===== src/hdl/chan_cfg_pkg.sv =====
// constants for the channel filter configuration bank
package chan_cfg_pkg;
  localparam int ADDR_W = 8;
  localparam int DATA_W = 20;
  localparam logic [7:0] A_RESAMP_DEC = 8'h90;
  localparam logic [7:0] A_RESAMP_INT = 8'h91;
  localparam logic [7:0] A_RESAMP_SCALE = 8'h92;
  localparam logic [7:0] A_RSVD_A = 8'h93;
  localparam logic [7:0] A_COMB5_DEC = 8'h94;
  localparam logic [7:0] A_COMB5_SCALE = 8'h95;
  localparam logic [7:0] A_RSVD_B = 8'h96;
  localparam logic [7:0] A_CF_DEC = 8'hA0;
  localparam logic [7:0] A_CF_PHASE = 8'hA1;
  localparam logic [7:0] A_CF_TAPS = 8'hA2;
  localparam logic [7:0] A_CF_OFFSET = 8'hA3;
  localparam logic [7:0] A_CF_CTRL = 8'hA4;
  localparam logic [7:0] A_ST_I = 8'hA5;
  localparam logic [7:0] A_ST_Q = 8'hA6;
  localparam logic [7:0] A_ST_COUNT = 8'hA7;
  localparam logic [7:0] A_OUT_CTRL = 8'hA9;
  localparam int SCALE_INV_BIT = 11;
  localparam int SCALE_WEIGHT_BIT = 10;
  localparam int QUIET_HI = 9;
  localparam int QUIET_LO = 5;
  localparam int LOUD_HI = 4;
  localparam int LOUD_LO = 0;
  localparam int CTRL_BYPASS_BIT = 10;
  localparam int CTRL_INSEL_BIT = 9;
  localparam int CTRL_BANK_BIT = 8;
  localparam int CTRL_COMMON_EXP_BIT = 7;
  localparam int CTRL_FORCE_SCALE_BIT = 6;
  localparam int CTRL_FMT_HI = 5;
  localparam int CTRL_FMT_LO = 4;
  localparam int CTRL_OSCALE_HI = 3;
  localparam int OUT_MAP_BIT = 9;
  localparam int OUT_WIDE_BIT = 5;
  localparam logic [19:0] CNT_RESET = 20'h00000;
  localparam logic [15:0] SIG_RESET = 16'h0000;
  localparam logic [11:0] CFG_RESET = 12'h000;
  localparam logic [15:0] SIG_POLY = 16'hA001;
endpackage


===== src/hdl/channel_filter_config_bank.sv =====
// per-channel filter configuration bank with self-test signature readout
// How it works
// RL1 - resampling decimation factor is register value plus one, up to 4096
// RL2 - host keeps resampling decimation above interpolation
// RL3 - resampling interpolation factor is register value plus one, up to 512
// RL4 - scale bit 11 inverts input exponent polarity
// RL5 - scale bit 10 picks 6.02 or 12.02 dB per exponent step
// RL6 - scale holds two five-bit values chosen by the level indicator
// RL7 - quiet value while indicator inactive, loud value while active
// RL8 - host writes zero to reserved registers
// RL9 - fifth-order comb decimates by value plus one; host keeps it 1 to 32
// RL10 - coefficient filter decimates by value plus one up to 256
// RL11 - phase reloaded at each filter start, kept across synchronization
// RL12 - tap count is register value plus one
// RL13 - coefficient offset shadowed, takes effect at next filter start
// RL14 - control bit 10 bypasses filter, routes comb output to self-test
// RL15 - control bit 9 selects own or another channel's comb output
// RL16 - control bit 8 selects coefficient memory half for writes
// RL17 - bit 7 selects separate or common floating exponent
// RL18 - bit 6 forces output scale in floating formats, with saturation
// RL19 - bits 5 and 4 select 12+4, 8+4 or fixed point format
// RL20 - bits 3 to 0 are the output scale, used in fixed or forced mode
// RL21 - map bit set presents 16 bits of output data to self-test reads
// RL22 - writing count starts self-test; signatures accumulate that many outputs
// RL23 - count field is bits 19 to 0 and reads back the live counter
// RL24 - map clear gives signatures, map set gives output data
`timescale 1ns/1ps
module channel_filter_config_bank #(
  parameter int CHANNEL = 0
) (
  input wire logic clk_in,
  input wire logic nrst_in,
  input wire logic wr_in,
  input wire logic rd_in,
  input wire logic [chan_cfg_pkg::ADDR_W-1:0] addr_in,
  input wire logic [chan_cfg_pkg::DATA_W-1:0] wdata_in,
  input wire logic level_ind_in,
  input wire logic filter_start_in,
  input wire logic out_valid_in,
  input wire logic [15:0] fmt_i_in,
  input wire logic [15:0] fmt_q_in,
  input wire logic [15:0] comb_i_in,
  input wire logic [15:0] comb_q_in,
  output logic [chan_cfg_pkg::DATA_W-1:0] rdata_out,
  output logic [12:0] resamp_decimation_factor_out,
  output logic [9:0] resamp_interpolation_factor_out,
  output logic exp_invert_out,
  output logic exp_weight_12db_out,
  output logic [4:0] resamp_scale_out,
  output logic [8:0] comb5_decimation_factor_out,
  output logic [4:0] comb5_scale_out,
  output logic [8:0] coef_filter_decimation_factor_out,
  output logic [7:0] coef_filter_phase_value_out,
  output logic [8:0] tap_count_out,
  output logic [7:0] coefficient_offset_pointer_out,
  output logic bypass_to_selftest_out,
  output logic [1:0] input_source_channel_out,
  output logic use_other_input_out,
  output logic coef_bank_high_out,
  output logic common_exponent_out,
  output logic force_scale_out,
  output logic [1:0] output_format_out,
  output logic apply_scale_out,
  output logic [3:0] output_scale_out,
  output logic wide_output_out,
  output logic selftest_busy_out
);
  import chan_cfg_pkg::*;

  initial begin
    if (CHANNEL < 0 || CHANNEL > 3) $error("CHANNEL must be 0 to 3");
  end

  // register storage
  logic [11:0] resamp_dec_reg;
  logic [8:0] resamp_int_reg;
  logic [11:0] resamp_scale_reg;
  logic [7:0] rsvd_a_reg;
  logic [7:0] comb5_dec_reg;
  logic [4:0] comb5_scale_reg;
  logic [7:0] rsvd_b_reg;
  logic [7:0] cf_dec_reg;
  logic [7:0] cf_phase_reg;
  logic [7:0] cf_taps_reg;
  logic [7:0] cf_offset_reg;
  logic [10:0] cf_ctrl_reg;
  logic [9:0] out_ctrl_reg;
  logic [7:0] offset_shadow_reg;
  logic [7:0] phase_live_reg;
  logic [19:0] rdata_reg;

  function automatic logic hit(input logic [7:0] a, input logic [7:0] target);
    hit = a == target;
  endfunction

  wire logic we_dec = wr_in && hit(addr_in, A_RESAMP_DEC);
  wire logic we_int = wr_in && hit(addr_in, A_RESAMP_INT);
  wire logic we_scale = wr_in && hit(addr_in, A_RESAMP_SCALE);
  wire logic we_ra = wr_in && hit(addr_in, A_RSVD_A);
  wire logic we_c5d = wr_in && hit(addr_in, A_COMB5_DEC);
  wire logic we_c5s = wr_in && hit(addr_in, A_COMB5_SCALE);
  wire logic we_rb = wr_in && hit(addr_in, A_RSVD_B);
  wire logic we_cfd = wr_in && hit(addr_in, A_CF_DEC);
  wire logic we_cfp = wr_in && hit(addr_in, A_CF_PHASE);
  wire logic we_cft = wr_in && hit(addr_in, A_CF_TAPS);
  wire logic we_cfo = wr_in && hit(addr_in, A_CF_OFFSET);
  wire logic we_ctl = wr_in && hit(addr_in, A_CF_CTRL);
  wire logic we_cnt = wr_in && hit(addr_in, A_ST_COUNT);
  wire logic we_oc = wr_in && hit(addr_in, A_OUT_CTRL);

  always_ff @(posedge clk_in) begin
    if (!nrst_in) begin
      resamp_dec_reg <= CFG_RESET;
      resamp_int_reg <= CFG_RESET[8:0];
      resamp_scale_reg <= CFG_RESET;
      rsvd_a_reg <= CFG_RESET[7:0];
      comb5_dec_reg <= CFG_RESET[7:0];
      comb5_scale_reg <= CFG_RESET[4:0];
      rsvd_b_reg <= CFG_RESET[7:0];
    end else begin
      if (we_dec) resamp_dec_reg <= wdata_in[11:0];
      if (we_int) resamp_int_reg <= wdata_in[8:0];
      if (we_scale) resamp_scale_reg <= wdata_in[11:0];
      // reserved: host writes zero here, value is held only for readback
      if (we_ra) rsvd_a_reg <= wdata_in[7:0];
      if (we_c5d) comb5_dec_reg <= wdata_in[7:0];
      if (we_c5s) comb5_scale_reg <= wdata_in[4:0];
      if (we_rb) rsvd_b_reg <= wdata_in[7:0];
    end
  end

  always_ff @(posedge clk_in) begin
    if (!nrst_in) begin
      cf_dec_reg <= CFG_RESET[7:0];
      cf_phase_reg <= CFG_RESET[7:0];
      cf_taps_reg <= CFG_RESET[7:0];
      cf_offset_reg <= CFG_RESET[7:0];
      cf_ctrl_reg <= CFG_RESET[10:0];
      out_ctrl_reg <= CFG_RESET[9:0];
    end else begin
      if (we_cfd) cf_dec_reg <= wdata_in[7:0];
      if (we_cfp) cf_phase_reg <= wdata_in[7:0];
      if (we_cft) cf_taps_reg <= wdata_in[7:0];
      if (we_cfo) cf_offset_reg <= wdata_in[7:0];
      if (we_ctl) cf_ctrl_reg <= wdata_in[10:0];
      if (we_oc) out_ctrl_reg <= wdata_in[9:0];
    end
  end

  // RL13 shadow offset load
  // RL11 phase reload at start
  // writes mid-computation only touch the host copy, never the live pointer
  always_ff @(posedge clk_in) begin
    if (!nrst_in) begin
      offset_shadow_reg <= CFG_RESET[7:0];
      phase_live_reg <= CFG_RESET[7:0];
    end else if (filter_start_in) begin
      offset_shadow_reg <= cf_offset_reg;
      phase_live_reg <= cf_phase_reg;
    end
  end

  // self-test engine
  wire logic map_data = out_ctrl_reg[OUT_MAP_BIT];
  wire logic bypass = cf_ctrl_reg[CTRL_BYPASS_BIT];
  wire logic st_running;
  wire logic [19:0] st_count;
  wire logic [15:0] sig_i;
  wire logic [15:0] sig_q;
  // RL14 comb output feeds self-test
  wire logic [15:0] obs_i = bypass ? comb_i_in : fmt_i_in;
  wire logic [15:0] obs_q = bypass ? comb_q_in : fmt_q_in;
  // RL22 accumulate only while counting
  wire logic st_step = out_valid_in && st_running && !map_data;

  // RL23 live counter
  out_count #(.W(20)) u_count (
    .clk_in(clk_in),
    .nrst_in(nrst_in),
    .load_in(we_cnt),
    .value_in(wdata_in[19:0]),
    .step_in(st_step),
    .running_out(st_running),
    .count_out(st_count)
  );

  // RL22 signatures cleared at start
  sig_accum #(.W(16)) u_sig_i (
    .clk_in(clk_in),
    .nrst_in(nrst_in),
    .clear_in(we_cnt),
    .step_in(st_step),
    .data_in(obs_i),
    .sig_out(sig_i)
  );

  sig_accum #(.W(16)) u_sig_q (
    .clk_in(clk_in),
    .nrst_in(nrst_in),
    .clear_in(we_cnt),
    .step_in(st_step),
    .data_in(obs_q),
    .sig_out(sig_q)
  );

  // captured output data for mapped reads
  logic [15:0] cap_i_reg;
  logic [15:0] cap_q_reg;
  always_ff @(posedge clk_in) begin
    if (!nrst_in) begin
      cap_i_reg <= SIG_RESET;
      cap_q_reg <= SIG_RESET;
    end else if (out_valid_in) begin
      cap_i_reg <= obs_i;
      cap_q_reg <= obs_q;
    end
  end

  // RL24 signature or data view
  // RL21 mapped output readback
  wire logic [15:0] view_i = map_data ? cap_i_reg : sig_i;
  wire logic [15:0] view_q = map_data ? cap_q_reg : sig_q;

  // read mux; unmapped addresses read zero
  logic [19:0] rmux;
  always_comb begin
    rmux = '0;
    unique case (addr_in)
      A_RESAMP_DEC: rmux = {8'h00, resamp_dec_reg};
      A_RESAMP_INT: rmux = {11'h000, resamp_int_reg};
      A_RESAMP_SCALE: rmux = {8'h00, resamp_scale_reg};
      A_RSVD_A: rmux = {12'h000, rsvd_a_reg};
      A_COMB5_DEC: rmux = {12'h000, comb5_dec_reg};
      A_COMB5_SCALE: rmux = {15'h0000, comb5_scale_reg};
      A_RSVD_B: rmux = {12'h000, rsvd_b_reg};
      A_CF_DEC: rmux = {12'h000, cf_dec_reg};
      A_CF_PHASE: rmux = {12'h000, cf_phase_reg};
      A_CF_TAPS: rmux = {12'h000, cf_taps_reg};
      A_CF_OFFSET: rmux = {12'h000, cf_offset_reg};
      A_CF_CTRL: rmux = {9'h000, cf_ctrl_reg};
      A_ST_I: rmux = {4'h0, view_i};
      A_ST_Q: rmux = {4'h0, view_q};
      A_ST_COUNT: rmux = st_count;
      A_OUT_CTRL: rmux = {10'h000, out_ctrl_reg};
      default: rmux = '0;
    endcase
  end

  always_ff @(posedge clk_in) begin
    if (!nrst_in) rdata_reg <= CNT_RESET;
    else if (rd_in) rdata_reg <= rmux;
  end

  // derived controls
  // RL1 resampling decimation plus one
  wire logic [12:0] rdec_n = {1'b0, resamp_dec_reg} + 13'h0001;
  // RL3 interpolation plus one
  wire logic [9:0] rint_n = {1'b0, resamp_int_reg} + 10'h001;
  // RL7 quiet or loud scale
  // RL6 level indicator choice
  wire logic [4:0] scale_n = level_ind_in ? resamp_scale_reg[LOUD_HI:LOUD_LO]
                                          : resamp_scale_reg[QUIET_HI:QUIET_LO];
  // RL9 comb decimation plus one
  wire logic [8:0] c5_n = {1'b0, comb5_dec_reg} + 9'h001;
  // RL10 filter decimation plus one
  wire logic [8:0] cfd_n = {1'b0, cf_dec_reg} + 9'h001;
  // RL12 taps plus one
  wire logic [8:0] taps_n = {1'b0, cf_taps_reg} + 9'h001;
  // RL15 other channel source map
  wire logic [1:0] other_ch = (CHANNEL == 0) ? 2'h1 : ((CHANNEL == 1) ? 2'h0 : 2'h1);
  wire logic [1:0] src_n = cf_ctrl_reg[CTRL_INSEL_BIT] ? other_ch : 2'(CHANNEL);
  // RL19 format field
  wire logic [1:0] fmt_n = cf_ctrl_reg[CTRL_FMT_HI:CTRL_FMT_LO];
  // RL20 scale in fixed or forced
  // RL18 forced scale saturates downstream
  wire logic apply_n = (fmt_n == 2'h0) || cf_ctrl_reg[CTRL_FORCE_SCALE_BIT];

  always_ff @(posedge clk_in) begin
    if (!nrst_in) begin
      resamp_decimation_factor_out <= 13'h0001;
      resamp_interpolation_factor_out <= 10'h001;
      resamp_scale_out <= 5'h00;
      comb5_decimation_factor_out <= 9'h001;
      coef_filter_decimation_factor_out <= 9'h001;
      tap_count_out <= 9'h001;
      input_source_channel_out <= 2'(CHANNEL);
      apply_scale_out <= 1'b1;
      selftest_busy_out <= 1'b0;
    end else begin
      resamp_decimation_factor_out <= rdec_n;
      resamp_interpolation_factor_out <= rint_n;
      resamp_scale_out <= scale_n;
      comb5_decimation_factor_out <= c5_n;
      coef_filter_decimation_factor_out <= cfd_n;
      tap_count_out <= taps_n;
      input_source_channel_out <= src_n;
      apply_scale_out <= apply_n;
      selftest_busy_out <= st_running;
    end
  end

  always_ff @(posedge clk_in) begin
    if (!nrst_in) begin
      exp_invert_out <= 1'b0;
      exp_weight_12db_out <= 1'b0;
      comb5_scale_out <= 5'h00;
      coef_filter_phase_value_out <= 8'h00;
      coefficient_offset_pointer_out <= 8'h00;
      bypass_to_selftest_out <= 1'b0;
      use_other_input_out <= 1'b0;
      coef_bank_high_out <= 1'b0;
      common_exponent_out <= 1'b0;
      force_scale_out <= 1'b0;
      output_format_out <= 2'h0;
      output_scale_out <= 4'h0;
      wide_output_out <= 1'b0;
    end else begin
      // RL4 exponent invert
      exp_invert_out <= resamp_scale_reg[SCALE_INV_BIT];
      // RL5 exponent weight
      exp_weight_12db_out <= resamp_scale_reg[SCALE_WEIGHT_BIT];
      comb5_scale_out <= comb5_scale_reg;
      // RL11 live phase
      coef_filter_phase_value_out <= phase_live_reg;
      // RL13 shadowed pointer
      coefficient_offset_pointer_out <= offset_shadow_reg;
      // RL14 bypass flag
      bypass_to_selftest_out <= bypass;
      use_other_input_out <= cf_ctrl_reg[CTRL_INSEL_BIT];
      // RL16 memory half for writes
      coef_bank_high_out <= cf_ctrl_reg[CTRL_BANK_BIT];
      // RL17 common exponent
      common_exponent_out <= cf_ctrl_reg[CTRL_COMMON_EXP_BIT];
      // RL18 force scale
      force_scale_out <= cf_ctrl_reg[CTRL_FORCE_SCALE_BIT];
      output_format_out <= fmt_n;
      // RL20 output scale field
      output_scale_out <= cf_ctrl_reg[CTRL_OSCALE_HI:0];
      wide_output_out <= out_ctrl_reg[OUT_WIDE_BIT];
    end
  end

  assign rdata_out = rdata_reg;
endmodule


===== src/hdl/out_count.sv =====
// self-test output down counter
`timescale 1ns/1ps
module out_count #(
  parameter int W = 20
) (
  input wire logic clk_in,
  input wire logic nrst_in,
  input wire logic load_in,
  input wire logic [W-1:0] value_in,
  input wire logic step_in,
  output logic running_out,
  output logic [W-1:0] count_out
);
  import chan_cfg_pkg::*;
  initial begin
    if (W != 20) $error("out_count width must be 20");
  end
  logic [W-1:0] cnt_reg;
  wire logic run = cnt_reg != '0;
  wire logic [W-1:0] cnt_next = load_in ? value_in : ((step_in && run) ? cnt_reg - W'(1) : cnt_reg);
  always_ff @(posedge clk_in) begin
    if (!nrst_in) cnt_reg <= CNT_RESET;
    else cnt_reg <= cnt_next;
  end
  assign running_out = run;
  assign count_out = cnt_reg;
endmodule


===== src/hdl/sig_accum.sv =====
// signature accumulator for one output path
`timescale 1ns/1ps
module sig_accum #(
  parameter int W = 16
) (
  input wire logic clk_in,
  input wire logic nrst_in,
  input wire logic clear_in,
  input wire logic step_in,
  input wire logic [W-1:0] data_in,
  output logic [W-1:0] sig_out
);
  import chan_cfg_pkg::*;
  initial begin
    if (W != 16) $error("sig_accum width must be 16");
  end
  logic [W-1:0] sig_reg;
  // shift-xor keeps every input bit in the signature
  wire logic [W-1:0] shifted = {1'b0, sig_reg[W-1:1]} ^ (sig_reg[0] ? SIG_POLY : '0);
  wire logic [W-1:0] sig_next = clear_in ? SIG_RESET : (step_in ? (shifted ^ data_in) : sig_reg);
  always_ff @(posedge clk_in) begin
    if (!nrst_in) sig_reg <= SIG_RESET;
    else sig_reg <= sig_next;
  end
  assign sig_out = sig_reg;
endmodule


===== config.mk =====
export PLATFORM = sky130hd
export DESIGN_NAME = channel_filter_config_bank
export DESIGN_NICKNAME = d
export VERILOG_FILES = /design/src/hdl/chan_cfg_pkg.sv /design/src/hdl/channel_filter_config_bank.sv /design/src/hdl/out_count.sv /design/src/hdl/sig_accum.sv
export SDC_FILE = /design/constraint.sdc
export NUM_CORES = 1
export LEC_CHECK = 0
export BUFFER_PORTS_ARGS = -buffer_cell sky130_fd_sc_hd__buf_2
export CORE_MARGIN = 8
export CORE_UTILIZATION = 57
export DETAILED_ROUTE_END_ITERATION = 8
export PLACE_DENSITY = 0.89
export SLEW_MARGIN = 20
export SYNTH_ARGS = -nofsm -noshare
export SYNTH_HDL_FRONTEND = slang
export SYNTH_SLANG_ARGS = --single-unit

===== constraint.sdc =====
create_clock -name clk_in -period 3.3 [get_ports clk_in]
set_input_delay 0.495 -clock clk_in [delete_from_list [all_inputs] [get_ports clk_in]]
set_output_delay 0.495 -clock clk_in [all_outputs]
set_load 0.03 [all_outputs]

==> results of run 1 <==
layout make-up:
cell class,instances,area (sq um)
Fill cell,1880,7806
Inverter,8,35.03
Timing Repair Buffer,247,1326
Clock inverter,8,102.6
Multi-Input combinational cell,1150,7143
Sequential cell,327,6549
Tap cell,324,405.4
Clock buffer,53,1023
Yosys cell counts, types with 12 or more instances:
master / count / area, sq um
nand2_1: 208 / 780.8
and2_1: 44 / 275.3
a22oi_1: 12 / 90.09
mux4_2: 12 / 270.3
buf_1: 19 / 71.32
nor2_1: 160 / 600.6
a21oi_1: 135 / 675.7
or3_1: 22 / 137.6
clkbuf_1: 93 / 349.1
dfxtp_1: 327 / 6546
a211oi_1: 37 / 277.8
nand3_1: 46 / 230.2
xnor2_1: 42 / 367.9
xor2_1: 28 / 245.2
nor3_1: 12 / 60.06
o21ai_0: 102 / 510.5
nand4_1: 22 / 137.6
mux2i_1: 135 / 1351
critical path, cell delays in order (launching register included):
cell and delay [ps]:
dfxtp_1 380, nor4_1 540, nand4_1 660, o211ai_1 700
xor2_1 230, a21oi_1 90
routing by layer:
layer	global-route usage	up-vias	routed length, um
li1	-	5952	-
met1	0.3456	6074	16960
met2	0.4583	912	20460
met3	0.07275	206	5107
met4	0.1361	0	2343
met5	0	-	0
worst paths after layout:
check	depth (start not counted)	to	slack [ps]	startpoint
hold / removal	2	cap_q_reg[14]$_SDFFE_PN0P_	240	out_valid_in
setup reg to reg	5	u_count.count_out[4]$_SDFFE_PN0P_	590	u_count.count_out[11]$_SDFFE_PN0P_
hold reg to reg	1	coef_filter_decimation_factor_out[0]$_SDFF_PN1_	450	cf_dec_reg[0]$_SDFFE_PN0P_
setup / recovery	5	u_count.count_out[4]$_SDFFE_PN0P_	590	u_count.count_out[11]$_SDFFE_PN0P_
power by group through the flow:
stage	combinational (uW)	sequential, uW	clock [uW]
after detailed placement	1580	4540	0
after CTS	1610	4460	3880
after global routing	1770	4500	4050
after floorplan	1190	4470	0
after global placement	1540	4530	0
final	1640	4470	3870
per-stage QoR:
| step | power [uW] | area [sq um] | setup slack (ps) | hold WS (ps) | util |
|---|---|---|---|---|---|
| after floorplan | 5664 | 14170 | 991.1 | 394.0 | - |
| after global placement | 6067 | 15450 | 525.4 | 434.2 | 0.6334 |
| after detailed placement | 6127 | 15450 | 438.4 | 434.1 | 0.6334 |
| after CTS | 9952 | 16570 | 638.1 | 230.3 | 0.6795 |
| after global routing | 10320 | 16580 | 317.4 | 237.6 | 0.6800 |
| final | 9988 | 16580 | 590.2 | 235.8 | 0.6800 |
cell families (layout without fill, tap and decap cells):
family / count (synthesis) / count (layout)
compound gates: 353 / 353
mux: 158 / 158
flops: 327 / 327
fa+ha+maj: 7 / 7
other cells: 1 / 1
buf+inv: 128 / 316
simple gates: 561 / 561
xor+xnor: 70 / 70
==> results.sh, run 1 <==
export IMPL_clk_latency_ps=520
export IMPL_layout_common_cells="dfxtp_1 (325), buf_2 (211), nand2_1 (208), nor2_1 (160)"
export IMPL_power_switching_uw=2864
export IMPL_final_setup_skew_ps=18.98
export IMPL_drt_pre_antenna_iters=8
export IMPL_die_h_um=173.7
export IMPL_grt_pass1_vias=12642
export IMPL_core_sq_um=24390
export IMPL_report_final_slew_viol_count=0
export IMPL_crit_path_end_kind="flop"
export IMPL_worst_slew_pin_slew_ps=913.9
export IMPL_p_per_area_nw_per_um2=602.3
export IMPL_synth_xor_area_share=0.04327
export IMPL_htree_num_levels=2
export IMPL_arrival_ps=3110
export IMPL_grt_usage=0.2826
export IMPL_die_area_sq_um=30160
export IMPL_fmax_mhz=369.0
export IMPL_cts_hold_buf=0
export IMPL_syn_nets=1711
export IMPL_grt_max_degree=114
export IMPL_synthFlopType="dfxtp_1"
export IMPL_cts_made_buffers=34
export IMPL_min_period_ps=2710
export IMPL_synth_seq_cells=327
export IMPL_cts_root_buffer="clkbuf_16"
export IMPL_viasPerCell=6.209
export IMPL_rsz0062_at_grt="false"
export IMPL_path_max_fanout=16
export IMPL_setup_total_negative_slack_ps=0
export IMPL_setup_violations=0
export IMPL_synth_compound_area_share=0.1483
export IMPL_die_width_um=173.7
export IMPL_clk_pin_slew_ps=60
export IMPL_crit_type="flop to flop"
export IMPL_synth_edf_count=0
export IMPL_syn_area_sq_um=14170
export IMPL_cap_violations=0
export IMPL_synth_avg_cell_area_sq_um=8.829
export IMPL_leakagePower_uw=0.006560
export IMPL_clkPwrFrac=0.388
export IMPL_hp_class="primary input to flop"
export IMPL_synth_top_family_by_area="simple AND/OR/NAND/NOR gates"
export IMPL_drive_gt1_frac=0.1852
export IMPL_hold_viol_final=0
export IMPL_wl_per_cell_um=21.20
export IMPL_cts_path_max_buffers=3
export IMPL_drt_initial_drc_count=1663
export IMPL_max_slew_margin=0.3907
export IMPL_ir_drop_mv=0.3890
export IMPL_drc=0
export IMPL_io_buffers=211
export IMPL_vias=13144
export IMPL_finalNetCount=1874
export IMPL_cts_setup_buffers=0
export IMPL_ant_nets=0
export IMPL_cts_resized=0
export IMPL_synthMuxAreaShare=0.1232
export IMPL_dpl_hpwl_mm=31.33
export IMPL_antenna_found_initial=0
export IMPL_period_share=0.8211
export IMPL_layout_cells_most_common="dfxtp_1"
export IMPL_synth_fa_ha_area_frac=0.006181
export IMPL_ys_seq_area_frac=0.4620
export IMPL_critPathRequiredTime_ps=3700
export IMPL_rows=57
export IMPL_crit_path_start_kind="flop"
export IMPL_synthCells=1605
export IMPL_synth_simple_area_share=0.1809
export IMPL_wirelength_mm=44.88
export IMPL_status="completed"
export IMPL_gp_congestion=0.9707
export IMPL_diodes=0
export IMPL_p_int_uw=7124
export IMPL_switching_share=0.2867
export IMPL_p_seq_frac=0.448
export IMPL_synthDistinctLibCells=68
export IMPL_area_growth_pct=17.04
export IMPL_yosysWarnings=0
export IMPL_grt_pass1_wl_mm=69.46
export IMPL_final_cells=2117
export IMPL_ios=213
export IMPL_synth_async_sr_flop_share=0
export IMPL_dp_cells=2056
export IMPL_cts_tree="done"
export IMPL_initial_core_util=0.5809
export IMPL_combPwrFrac=0.165
export IMPL_cts_sinks=327
export IMPL_grt_ovfl_total=0
Power figures use the tool's default switching activity.
==> run 2, diff against run 1 <==
--- a/config.mk
+++ b/config.mk
@@ -5,11 +5,12 @@
 export SDC_FILE = /design/constraint.sdc
 export NUM_CORES = 1
 export LEC_CHECK = 0
+export ABC_AREA = 1
 export BUFFER_PORTS_ARGS = -buffer_cell sky130_fd_sc_hd__buf_2
 export CORE_MARGIN = 8
-export CORE_UTILIZATION = 57
+export CORE_UTILIZATION = 52
 export DETAILED_ROUTE_END_ITERATION = 8
-export PLACE_DENSITY = 0.89
+export PLACE_DENSITY = 0.86
 export SLEW_MARGIN = 20
 export SYNTH_ARGS = -nofsm -noshare
 export SYNTH_HDL_FRONTEND = slang
==> constraint.sdc (replaced) <==
create_clock -name clk_in -period 2.2 [get_ports clk_in]
set_input_delay 0.33 -clock clk_in [delete_from_list [all_inputs] [get_ports clk_in]]
set_output_delay 0.33 -clock clk_in [all_outputs]
set_load 0.03 [all_outputs]
==> results.sh, run 2 <==
export IMPL_p_seq_frac=0.437
export IMPL_arrival_ps=2380
export IMPL_cts_sinks=327
export IMPL_synth_avg_cell_area_sq_um=6.986
export IMPL_yosysTopAreaCell="dfxtp_1"
export IMPL_crit_type="flop to flop"
export IMPL_hp_class="primary input to flop"
export IMPL_yosysWarnings=0
export IMPL_ys_seq_area_frac=0.4488
export IMPL_critPathRequiredTime_ps=2630
export IMPL_dpl_hpwl_mm=30.29
export IMPL_io_buffers=211
export IMPL_path_max_fanout=13
export IMPL_cpMaxStageDelayCell="dfxtp_1"
export IMPL_synthFlopType="dfxtp_1"
export IMPL_die_area_sq_um=33670
export IMPL_htree_num_levels=2
export IMPL_syn_area_sq_um=14590
export IMPL_ios=213
export IMPL_finish_utilization=0.6208
export IMPL_wl_per_cell_um=15.99
export IMPL_dp_cells=2605
export IMPL_core_sq_um=27710
export IMPL_synth_edf_count=0
export IMPL_max_slew_margin=0.4822
export IMPL_power_switching_uw=4168
export IMPL_switching_share=0.2803
export IMPL_fillers=2409
export IMPL_grt_pass1_wl_mm=67.33
export IMPL_leakagePower_uw=0.007886
export IMPL_cts_setup_buffers=0
export IMPL_cts_path_max_buffers=3
export IMPL_crit_path_end_kind="flop"
export IMPL_cts_tree="done"
export IMPL_synth_async_sr_flop_share=0
export IMPL_dpl_cell_area_sq_um=16010
export IMPL_ant_nets=0
export IMPL_min_period_ps=1948
export IMPL_drt_initial_drc_count=1468
export IMPL_fmax_mhz=513.3
export IMPL_ir_drop_mv=0.5905
export IMPL_grt_pass1_vias=13314
export IMPL_synthCells=2088
export IMPL_synth_seq_cells=327
export IMPL_synthTopCellsByArea="dfxtp_1 (45%), nand2_1 (10%), o21ai_0 (9.5%)"
export IMPL_path_cells="inv_1 -> ha_1 -> nand2_1 -> nor2_1 -> nand3_2 -> nand2_4 -> nand2_4 -> inv_2 -> nand2_1 -> a21oi_1"
export IMPL_syn_nets=2194
export IMPL_worst_slew_pin_slew_ps=775.9
export IMPL_area_growth_pct=17.91
export IMPL_drc=0
export IMPL_synth_common_cells="nand2_1 (397), dfxtp_1 (327), o21ai_0 (276)"
export IMPL_grt_usage=0.2449
export IMPL_period_share=0.8856
export IMPL_gp_congestion=0.9409
export IMPL_wirelength_mm=42.72
export IMPL_cts_root_buffer="clkbuf_16"
export IMPL_yosysMostFrequentCell="nand2_1"
export IMPL_rows=61
export IMPL_grt_max_degree=138
export IMPL_synthDistinctLibCells=38
export IMPL_cp_top_family="simple AND/OR/NAND/NOR gates"
export IMPL_layout_cells_most_common="nand2_1"
export IMPL_cts_resized=0
export IMPL_synthDominantCellAreaShare=0.4488
export IMPL_die_h_um=183.5
export IMPL_clk_latency_ps=520
export IMPL_grt_ovfl_total=0
export IMPL_p_int_uw=10700
export IMPL_die_width_um=183.5
export IMPL_drt_pre_antenna_iters=6
export IMPL_combPwrFrac=0.152
export IMPL_clk_pin_slew_ps=70
export IMPL_viasPerCell=5.333
export IMPL_clkPwrFrac=0.411
export IMPL_final_area_sq_um=17200
export IMPL_hold_viol_final=0
export IMPL_report_final_slew_viol_count=0
export IMPL_drive_gt1_frac=0.1515
export IMPL_worst_path_buf_inv=2
export IMPL_initial_core_util=0.5265
export IMPL_finalNetCount=2370
export IMPL_cts_made_buffers=35
export IMPL_rsz0062_at_grt="false"
export IMPL_final_cells=2671
export IMPL_layout_common_cells="nand2_1 (397), dfxtp_1 (327), o21ai_0 (276), inv_1 (258), a21oi_1 (232)"
export IMPL_cpPeakStageDelay_ps=370
export IMPL_setup_violations=0
export IMPL_p_per_area_nw_per_um2=864.6
export IMPL_status="completed"
export IMPL_cap_violations=0
export IMPL_vias=14244
export IMPL_cts_hold_buf=0
export IMPL_antenna_found_initial=1
export IMPL_crit_path_start_kind="flop"
export IMPL_final_setup_skew_ps=16.58
## run 2: cell count changes in the layout (fill, tap and decap cells not counted), moves of 16 or more
cell      previous run  this run
inv_1                6       258
nand2_1            208       397
o21ai_0            102       276
mux2i_1            135         1
nand3_1             46       158
a21oi_1            135       232
and2_1              44         2
a211oi_1            37         0
xnor2_1             42         7
or3_1               22         0
buf_4               36        52
nor2_1             160       176
## run 2: area by class of cell
| class | instances | area (sq um) | share of cell area |
|---|---|---|---|
| antenna | 3 | 7.507 | 0.0004365 |
| clock buffer | 45 | 943.4 | 0.05485 |
| clock inverter | 18 | 242.7 | 0.01411 |
| inverter | 265 | 994.7 | 0.05783 |
| multi-input combinational | 1369 | 6470 | 0.3762 |
| sequential | 327 | 6546 | 0.3806 |
| tap | 378 | 473.0 | 0.02750 |
| timing repair buffer | 266 | 1521 | 0.08846 |
## run 2: power by group through the flow
| stage | Sequential [uW] | Clock (uW) | Combinational (uW) |
|---|---|---|---|
| finish | 6500 | 6100 | 2260 |
| global placement | 6600 | 0 | 2180 |
| detailed placement | 6620 | 0 | 2220 |
| global route | 6530 | 6420 | 2550 |
| floorplan | 6580 | 0 | 1580 |
| CTS | 6490 | 6160 | 2240 |
## run 2: routing by layer
metal / GRT usage / vias to the layer above / part of all wire
met2: 0.4063 / 612 / 0.46
met4: 0.08913 / 0 / 0.029
li1: - / 7061 / -
met5: 0 / - / 0
met3: 0.04486 / 94 / 0.090
met1: 0.3145 / 6477 / 0.42
## run 2: stage by stage
stage / power (uW) / TNS (ps) / hold slack [ps] / worst slack, ps
2_1_floorplan: 8157 / 0 / 375.3 / 649.4
3_3_place_gp: 8780 / 0 / 402.6 / 144.1
3_5_place_dp: 8837 / -13.27 / 400.2 / -13.27
4_1_cts: 14880 / 0 / 75.19 / 306.7
5_1_grt: 15510 / 0 / 80.59 / 137.5
6_report: 14870 / 0 / 82.68 / 251.6
## run 2: worst min-delay path: stages
cell	delay, ps
buf_2	90
nand2_1	50
a31oi_1	70
## run 2: cell families after synthesis
family / share of synthesized area
buf+inv: 0.1080
mux: 0.0006863
other cells: 0.0002571
xor+xnor: 0.02582
fa+ha+maj: 0.006004
flops: 0.4488
compound gates: 0.1834
simple gates: 0.2271
## run 2: final timing paths
path                                     start                                           end  slack [ps]  cells past startpoint
max          u_count.count_out[0]$_SDFFE_PN0P_            u_count.count_out[11]$_SDFFE_PN0P_         250                     10
min                               wdata_in[16]            u_count.count_out[16]$_SDFFE_PN0P_          80                      3
max reg2reg  u_count.count_out[0]$_SDFFE_PN0P_            u_count.count_out[11]$_SDFFE_PN0P_         250                     10
min reg2reg  offset_shadow_reg[3]$_SDFFE_PN0P_  coefficient_offset_pointer_out[3]$_SDFF_PN0_         420                      2
